--- config.mk ---
export PLATFORM = sky130hd
export DESIGN_NAME = pmdb_top
export DESIGN_NICKNAME = d
export VERILOG_FILES = /design/src/hdl/pmdb_pkg.sv /design/src/hdl/pmdb_bus_if.sv /design/src/hdl/pmdb_regcore.sv /design/src/hdl/pmdb_top.sv
export SDC_FILE = /design/constraint.sdc
export NUM_CORES = 1
export LEC_CHECK = 0
export BUFFER_PORTS_ARGS = -buffer_cell sky130_fd_sc_hd__buf_2
export CORE_MARGIN = 4
export CORE_UTILIZATION = 55
export DETAILED_ROUTE_END_ITERATION = 8
export GPL_TIMING_DRIVEN = 1
export HOLD_SLACK_MARGIN = 0.02
export MAX_ROUTING_LAYER = met4
export PLACE_DENSITY_LB_ADDON = 0.3
export SYNTH_ARGS = -nofsm -noshare
export SYNTH_HDL_FRONTEND = slang
export SYNTH_SLANG_ARGS = --single-unit
--- constraint.sdc ---
create_clock -name i_clk_sys -period 3.4 [get_ports i_clk_sys]
set_input_delay 0.51 -clock i_clk_sys [delete_from_list [all_inputs] [get_ports i_clk_sys]]
set_output_delay 0.51 -clock i_clk_sys [all_outputs]
set_load 0.01 [all_outputs]
--- src/hdl/pmdb_pkg.sv ---
// Package: register map, field layout and reset values of the module disable bank
package pmdb_pkg;
  // Word offsets of the six disable registers (byte addresses)
  localparam logic [4:0] OFS_CTL_1 = 5'h00;
  localparam logic [4:0] OFS_CTL_2 = 5'h04;
  localparam logic [4:0] OFS_CTL_3 = 5'h08;
  localparam logic [4:0] OFS_CTL_4 = 5'h0c;
  localparam logic [4:0] OFS_CTL_6 = 5'h10;
  localparam logic [4:0] OFS_CTL_7 = 5'h14;
  localparam int NUM_REGS = 6;
  localparam int REG_W = 16;
  // Writable-bit masks; all other bits are unimplemented
  localparam logic [15:0] MASK_CTL_1 = 16'hfefb;
  localparam logic [15:0] MASK_CTL_2 = 16'h0f0f;
  localparam logic [15:0] MASK_CTL_3 = 16'h0482;
  localparam logic [15:0] MASK_CTL_4 = 16'h000c;
  localparam logic [15:0] MASK_CTL_6 = 16'h0700;
  localparam logic [15:0] MASK_CTL_7 = 16'h0018;
  localparam logic [15:0] RST_CTL = 16'h0000;
  // Field positions
  localparam int POS_TIMER1 = 11;
  localparam int POS_QUAD = 10;
  localparam int POS_MPWM = 9;
  localparam int POS_TWOWIRE1 = 7;
  localparam int POS_SERIAL2 = 6;
  localparam int POS_SERIAL1 = 5;
  localparam int POS_SYNC2 = 4;
  localparam int POS_SYNC1 = 3;
  localparam int POS_CAN = 1;
  localparam int POS_ADC = 0;
  localparam int POS_CAPTURE1 = 8;
  localparam int POS_COMPARE1 = 0;
  localparam int POS_COMPARATOR = 10;
  localparam int POS_CHECKSUM = 7;
  localparam int POS_TWOWIRE2 = 1;
  localparam int POS_REFCLK = 3;
  localparam int POS_CHARGE = 2;
  localparam int POS_PWMGEN1 = 8;
  localparam int POS_DMA = 4;
  localparam int POS_TRIGGER = 3;
  // Number of gated module enables
  localparam int NUM_GATES = 32;
endpackage

--- src/hdl/pmdb_bus_if.sv ---
`timescale 1ns/1ps
// Interface: decoded register access between bus slave and register core
interface pmdb_bus_if;
  logic wr_pulse;
  logic [2:0] wr_index;
  logic [15:0] wr_data;
  logic [1:0] wr_be;
  logic [2:0] rd_index;
  logic [15:0] rd_data;
  modport slave (output wr_pulse, output wr_index, output wr_data, output wr_be,
    output rd_index, input rd_data);
  modport core (input wr_pulse, input wr_index, input wr_data, input wr_be,
    input rd_index, output rd_data);
endinterface

--- src/hdl/pmdb_regcore.sv ---
`timescale 1ns/1ps
// Register core: six masked disable registers with byte-lane writes
module pmdb_regcore (
  // Clock and reset
  input wire logic i_clk_sys,
  input wire logic i_nrst,
  // Decoded access
  pmdb_bus_if.core bus,
  // Register contents
  output logic [6*16-1:0] o_regs
);
  typedef struct packed {
    logic [5:0][15:0] ctl;
  } pmdb_core_t;
  localparam logic [5:0][15:0] MASKS = {pmdb_pkg::MASK_CTL_7, pmdb_pkg::MASK_CTL_6,
    pmdb_pkg::MASK_CTL_4, pmdb_pkg::MASK_CTL_3, pmdb_pkg::MASK_CTL_2, pmdb_pkg::MASK_CTL_1};
  pmdb_core_t st_reg;
  pmdb_core_t st_next;
  logic [15:0] lane_mask;

  always_comb begin
    st_next = st_reg;
    lane_mask = {{8{bus.wr_be[1]}}, {8{bus.wr_be[0]}}};
    for (int i = 0; i < 6; i++) begin
      // Unimplemented bits never store implemented ones are R/W
      if (bus.wr_pulse && bus.wr_index == 3'(i)) begin
        st_next.ctl[i] = (st_reg.ctl[i] & ~lane_mask) | (bus.wr_data & lane_mask & MASKS[i]);
      end
    end
  end

  always_ff @(posedge i_clk_sys or negedge i_nrst) begin
    if (!i_nrst) begin
      st_reg.ctl <= {6{pmdb_pkg::RST_CTL}};
    end else begin
      st_reg <= st_next;
    end
  end

  always_comb begin
    bus.rd_data = 16'h0000;
    if (bus.rd_index < 3'd6) begin
      bus.rd_data = st_reg.ctl[bus.rd_index] & MASKS[bus.rd_index];
    end
  end

  assign o_regs = st_reg.ctl;
endmodule

--- src/hdl/pmdb_top.sv ---
// The register offsets and the Avalon-MM slave port were decided locally.
`timescale 1ns/1ps
// Top: peripheral module disable bank with Avalon-MM slave and gated enables
// Contract
// - Control 1 bits 15..11 disable timers 5..1 when set.
// - Control 1 bit 10 disables quadrature decoder, bit 9 motor PWM; motor variants.
// - Control 1 bits 7..3: two-wire 1, serial 2, serial 1, sync 2, sync 1.
// - Control 1 bit 1 disables CAN where present; bit 0 disables ADC.
// - Control 2 bits 11..8 disable input capture units 4..1.
// - Control 2 bits 3..0 disable output compare units 4..1.
// - Control 3 bit 10 comparator, bit 7 checksum, bit 1 two-wire 2.
// - Control 4 bit 3 reference clock output, bit 2 charge timer.
// - Control 6 bits 10..8 disable PWM generators 3..1; motor variants.
// - Control 7 bit 4 disables all four DMA channels together.
// - Control 7 bit 3 disables the trigger generator.
// - Unassigned bits ignore writes and read zero.
// - Assigned bits are read/write and clear to zero at reset.
// - Disabled module gets no clock and its register access is blocked.
// - Enable changes one instruction cycle after the bit changes.
// - Module enabled only if bit clear and module present on variant.
module pmdb_top #(
  parameter bit HAS_MOTOR = 1'b1,
  parameter bit HAS_CAN = 1'b1,
  parameter int INSTR_CLKS = 1
) (
  // Clock and reset
  input wire logic i_clk_sys,
  input wire logic i_nrst,
  // Avalon-MM slave
  input wire logic [4:0] i_avs_address,
  input wire logic i_avs_read,
  input wire logic i_avs_write,
  input wire logic [31:0] i_avs_writedata,
  input wire logic [3:0] i_avs_byteenable,
  output logic [31:0] o_avs_readdata,
  output logic o_avs_waitrequest,
  output logic [1:0] o_avs_response,
  // Per-module clock enables, bit order as in the enable map below
  output logic [31:0] o_mod_clk_en,
  // Per-module register access enables
  output logic [31:0] o_mod_acc_en
);
  // Delay counter is four bits wide
  if (INSTR_CLKS < 1 || INSTR_CLKS > 15) begin : g_bad_instr_clks
    $error("INSTR_CLKS out of range");
  end

  typedef enum logic [1:0] {ST_IDLE, ST_ACK, ST_DONE} pmdb_bus_st_t;

  typedef struct packed {
    pmdb_bus_st_t bus_st;
    logic [31:0] rdata;
    logic wait_n;
    logic [1:0] resp;
    logic [31:0] en_now;
    logic [31:0] clk_en;
    logic [3:0] dly_cnt;
  } pmdb_top_t;

  pmdb_bus_if bus ();
  pmdb_top_t st_reg;
  pmdb_top_t st_next;
  logic [6*16-1:0] regs;
  logic [15:0] c1, c2, c3, c4, c6, c7;
  logic [31:0] want_en;
  logic hit;
  logic [2:0] idx;

  pmdb_regcore u_core (
    .i_clk_sys(i_clk_sys),
    .i_nrst(i_nrst),
    .bus(bus),
    .o_regs(regs)
  );

  assign c1 = regs[15:0];
  assign c2 = regs[31:16];
  assign c3 = regs[47:32];
  assign c4 = regs[63:48];
  assign c6 = regs[79:64];
  assign c7 = regs[95:80];

  // Address decode
  always_comb begin
    hit = 1'b1;
    idx = 3'd7;
    unique case (i_avs_address)
      pmdb_pkg::OFS_CTL_1: idx = 3'd0;
      pmdb_pkg::OFS_CTL_2: idx = 3'd1;
      pmdb_pkg::OFS_CTL_3: idx = 3'd2;
      pmdb_pkg::OFS_CTL_4: idx = 3'd3;
      pmdb_pkg::OFS_CTL_6: idx = 3'd4;
      pmdb_pkg::OFS_CTL_7: idx = 3'd5;
      default: hit = 1'b0;
    endcase
  end

  assign bus.wr_index = idx;
  assign bus.rd_index = idx;
  assign bus.wr_data = i_avs_writedata[15:0];
  assign bus.wr_be = i_avs_byteenable[1:0];
  assign bus.wr_pulse = (st_reg.bus_st == ST_IDLE) && i_avs_write && hit;

  // Module enable map: bit set means module runs
  always_comb begin
    want_en = 32'h0000_0000;
    for (int t = 0; t < 5; t++) begin
      want_en[t] = ~c1[pmdb_pkg::POS_TIMER1 + t];
    end
    want_en[5] = ~c1[pmdb_pkg::POS_QUAD] & HAS_MOTOR;
    want_en[6] = ~c1[pmdb_pkg::POS_MPWM] & HAS_MOTOR;
    want_en[7] = ~c1[pmdb_pkg::POS_TWOWIRE1];
    want_en[8] = ~c1[pmdb_pkg::POS_SERIAL2];
    want_en[9] = ~c1[pmdb_pkg::POS_SERIAL1];
    want_en[10] = ~c1[pmdb_pkg::POS_SYNC2];
    want_en[11] = ~c1[pmdb_pkg::POS_SYNC1];
    want_en[12] = ~c1[pmdb_pkg::POS_CAN] & HAS_CAN;
    want_en[13] = ~c1[pmdb_pkg::POS_ADC];
    for (int u = 0; u < 4; u++) begin
      want_en[14 + u] = ~c2[pmdb_pkg::POS_CAPTURE1 + u];
      want_en[18 + u] = ~c2[pmdb_pkg::POS_COMPARE1 + u];
    end
    want_en[22] = ~c3[pmdb_pkg::POS_COMPARATOR];
    want_en[23] = ~c3[pmdb_pkg::POS_CHECKSUM];
    want_en[24] = ~c3[pmdb_pkg::POS_TWOWIRE2];
    want_en[25] = ~c4[pmdb_pkg::POS_REFCLK];
    want_en[26] = ~c4[pmdb_pkg::POS_CHARGE];
    for (int p = 0; p < 3; p++) begin
      want_en[27 + p] = ~c6[pmdb_pkg::POS_PWMGEN1 + p] & HAS_MOTOR;
    end
    // One shared bit drives all four channels
    want_en[30] = ~c7[pmdb_pkg::POS_DMA];
    want_en[31] = ~c7[pmdb_pkg::POS_TRIGGER];
  end

  always_comb begin
    st_next = st_reg;
    // Bus handshake: waitrequest low one cycle after the request is seen
    unique case (st_reg.bus_st)
      ST_IDLE: begin
        st_next.wait_n = 1'b0;
        if (i_avs_read || i_avs_write) begin
          st_next.bus_st = ST_ACK;
          st_next.wait_n = 1'b1;
          st_next.resp = hit ? 2'b00 : 2'b10;
          st_next.rdata = (i_avs_read && hit) ? {16'h0000, bus.rd_data} : 32'h0000_0000;
        end
      end
      ST_ACK: begin
        st_next.bus_st = ST_DONE;
        st_next.wait_n = 1'b0;
      end
      ST_DONE: begin
        st_next.bus_st = ST_IDLE;
      end
    endcase
    // Enables follow the bits after one instruction cycle of delay
    if (want_en != st_reg.en_now) begin
      if (st_reg.dly_cnt == 4'(INSTR_CLKS - 1)) begin
        st_next.en_now = want_en;
        st_next.dly_cnt = 4'h0;
      end else begin
        st_next.dly_cnt = st_reg.dly_cnt + 4'h1;
      end
    end else begin
      st_next.dly_cnt = 4'h0;
    end
    st_next.clk_en = st_next.en_now;
  end

  always_ff @(posedge i_clk_sys or negedge i_nrst) begin
    if (!i_nrst) begin
      st_reg.bus_st <= ST_IDLE;
      st_reg.rdata <= 32'h0000_0000;
      st_reg.wait_n <= 1'b0;
      st_reg.resp <= 2'b00;
      st_reg.en_now <= 32'h0000_0000;
      st_reg.clk_en <= 32'h0000_0000;
      st_reg.dly_cnt <= 4'h0;
    end else begin
      st_reg <= st_next;
    end
  end

  assign o_avs_readdata = st_reg.rdata;
  assign o_avs_waitrequest = ~st_reg.wait_n;
  assign o_avs_response = st_reg.resp;
  assign o_mod_clk_en = st_reg.clk_en;
  // Access blocked whenever the clock is stopped
  assign o_mod_acc_en = st_reg.clk_en;
endmodule

==> run metrics <==
result of the run=completed; YS warnings=0; relative slew slack=between 40% and 50%; clock insertion delay at the later pin of the skew report=about 0.36 ns; origin of the worst setup path=st_reg[0]; leak pwr=roughly 2.8 nW; Max Transition Viols Final=0; EDFF count, synth=0; Root Buffer=sky130_fd_sc_hd__clkbuf_8; endpoint kind of the worst setup timing path=register; accumulated negative setup slack=0 ns; Inserted Clock Buffers=9; core region area=approximately 8700 um^2; number of filler instances in the final layout=721; number of cells upsized or downsized after cts=0; WP data arrival=roughly 2.7 ns; sequential share of the synthesized area=a little under half; total number of vias=approximately 3200; number of remaining DRC errors=0; unrepaired setup endpoints after global routing=no; cells after synthesis=454; Post-Route Hold Slack=0.2650 ns; wire length of the first global-routing pass=~16000 um; number of H-tree levels=3; transition time of the tightest slew-check pin=slightly below 0.9 ns; Reg clk slew, reported paths=approximately 0.09 ns; Final HPWL DP=approximately 7800 um; fraction of synthesis flops using an asynchronous set or reset pin=100.0%; Die Ht=102.9 um; starting density of the core=~57%; Max Cap Violations=0; x dimension of the die=102.9 um; post-layout power=approximately 3.1 mW; final weighted congestion of routability-driven global placement=0.8496; clock tree from TritonCTS=done; GRT Overall Usage=about a fifth; critical-path cell with the highest stage delay=sky130_fd_sc_hd__a21boi_4; overall overflow remaining after global route=0; buffers from clock root to sink, at most=2; cell breakdown of the critical path=inv_1 > ha_1 > nand2b_1 > nor2_1 > a21boi_4 > buf_4 > mux2_2; DRT Wirelength=roughly 10000 um; detail-routed net length per standard cell=approximately 17 um; pwr/cell area=around 600 nW/um^2; num rows=34; CP max stage delay=between 0.6 and 0.7 ns; CTS sink count=91; Via density=about 5.3; number of setup buffers added after CTS=0; count of port buffers added during placement=approximately 110; number of unique standard cell types used by synthesis=41; category of the most critical setup path=register to register; endpoint required time on the critical path=3.65 ns; number of nets in the layout=534; most frequently used flop master after synthesis=sky130_fd_sc_hd__dfrtp_1; CP max FO=19; HP Class=primary input to async pin; startpoint class of the critical path=register; Max Freq=409.7 MHz; synthesized flop and latch total=between 90 and 100; Area growth, synth to finish=5.107%; Peak VDD IR=315.9 uV; worst reg2reg path startpoint=st_reg[0]; I/O pin count=about 140; CTS Hold Bufs=0; Die Outline Area=approximately 11000 um^2; final-report setup violation count=0; shortest clock period the worst path allows after layout=approximately 2.4 ns; final-report hold violation count=0; initial antenna violation count=2; post-synthesis average cell area=approximately 11 um^2; number of detailed-route iterations in the first pass=4; First DRT Iteration DRCs=261; number of global-route vias before repair=roughly 3200; pin count of the biggest net entering global routing=69; area of the mapped netlist=4948 um^2; share of layout cells above drive strength 1=a little over a third; portion of the clock cycle consumed by the worst path in the final layout=between 70 and 80%; post-detailed-route count of antenna-violating nets=0; Max Clock Skew=~0.0075 ns
cell type report:
class	count	area [um^2]	share of cell area, %
diodes	2	5.005	0.09622
clock buffers	10	137.6	2.646
clock inverters	6	112.6	2.165
inverters	38	142.6	2.742
multi-input cells	232	1810	34.81
flip-flops and latches	91	2277	43.78
well taps	108	135.1	2.598
repair buffers	113	580.6	11.16
cell usage after synthesis (2+ instances only):
master	count	area share, %
sky130_fd_sc_hd__clkbuf_1	4	0.30
sky130_fd_sc_hd__nor2b_1	2	0.25
sky130_fd_sc_hd__buf_1	2	0.15
sky130_fd_sc_hd__inv_1	38	2.9
sky130_fd_sc_hd__nor2_1	9	0.68
sky130_fd_sc_hd__mux2i_1	33	6.7
sky130_fd_sc_hd__nor4_2	2	0.51
sky130_fd_sc_hd__a32o_1	3	0.61
sky130_fd_sc_hd__nor3_1	4	0.40
sky130_fd_sc_hd__nand3_1	3	0.30
sky130_fd_sc_hd__nand4_1	11	1.4
sky130_fd_sc_hd__buf_2	4	0.40
sky130_fd_sc_hd__and3_1	6	0.76
sky130_fd_sc_hd__dfrtp_1	91	46
sky130_fd_sc_hd__mux2_2	36	8.2
sky130_fd_sc_hd__buf_4	98	15
sky130_fd_sc_hd__xor2_1	33	5.8
sky130_fd_sc_hd__a22o_1	10	1.8
sky130_fd_sc_hd__nand2_1	21	1.6
sky130_fd_sc_hd__nor3b_1	2	0.30
sky130_fd_sc_hd__and2_1	6	0.76
sky130_fd_sc_hd__o21ai_0	8	0.81
sky130_fd_sc_hd__a21oi_1	5	0.51
sky130_fd_sc_hd__nand2b_1	2	0.25
sky130_fd_sc_hd__ha_1	4	1.0
sky130_fd_sc_hd__o32ai_1	2	0.35
through the flow:
stage,worst slack [ns],area (um^2),util (%),instances
after global routing,0.7986,5201,59.64,600
after floorplan,1.620,5009,-,470
final,0.9589,5201,59.64,600
after detailed placement,0.9678,4946,56.71,582
after CTS,0.9584,5196,59.58,598
after global placement,1.001,4946,56.71,582
kinds of logic after synthesis:
kind of cell / after synthesis / share of synthesized area [%]
AND/OR/NAND/NOR: 72 / 7.864
flip-flops: 91 / 46.02
other: 1 / 0.07578
multiplexers: 70 / 15.17
XOR/XNOR: 33 / 5.841
buffers and inverters: 147 / 18.84
AO/OA/AOI/OAI: 36 / 5.184
adder cells (fa/ha/maj): 4 / 1.011
worst max-delay path: cells and delay by family (launching register included):
family / cells / cell delay [ns]
compound gates: 1 / 0.62
fa+ha+maj: 1 / 0.14
buf+inv: 2 / 0.53
flops: 1 / 0.43
mux: 1 / 0.39
simple gates: 2 / 0.19
cells in the final DEF, fill, tap and decap left out, types with 9 or more instances in the layout:
cell type and count:
sky130_fd_sc_hd__conb_1 17, sky130_fd_sc_hd__nand2_1 21, sky130_fd_sc_hd__dfrtp_1 91, sky130_fd_sc_hd__inv_1 38, sky130_fd_sc_hd__mux2_2 36, sky130_fd_sc_hd__nor2_1 9, sky130_fd_sc_hd__buf_2 107, sky130_fd_sc_hd__mux2i_1 33
sky130_fd_sc_hd__a22o_1 10, sky130_fd_sc_hd__xor2_1 33, sky130_fd_sc_hd__clkbuf_8 10, sky130_fd_sc_hd__nand4_1 11
worst paths after layout:
path	end	slack (ns)	depth (start not counted)
setup reg to reg	o_mod_acc_en[22]	0.96	7
min in group i_clk_sys	register	0.38	2
hold reg to reg	o_avs_response[1]	0.48	1
max in group asynchronous	o_mod_acc_en[3]	2.43	2
hold / removal	o_mod_acc_en[20]	0.26	1
setup / recovery	o_mod_acc_en[22]	0.96	7
per-layer routing:
| metal | wire length, um | vias to the layer above | share of wire [%] | track usage (%) |
|---|---|---|---|---|
| met2 | 5006 | 117 | 48 | 34.76 |
| met1 | 4449 | 1563 | 43 | 26.13 |
| met3 | 797 | 12 | 7.7 | 6.225 |
| met5 | 0 | - | 0 | - |
| li1 | - | 1463 | - | - |
| met4 | 101 | 0 | 0.98 | 4.681 |
power breakdown:
| group | internal (mW) | switching (mW) | leakage, nW |
|---|---|---|---|
| logic | 0.364 | 0.489 | 1.59 |
| registers | 1.22 | 0.153 | 1.10 |
| clock network | 0.508 | 0.382 | 0.115 |
Note: power is estimated with default switching activity, not from simulation.
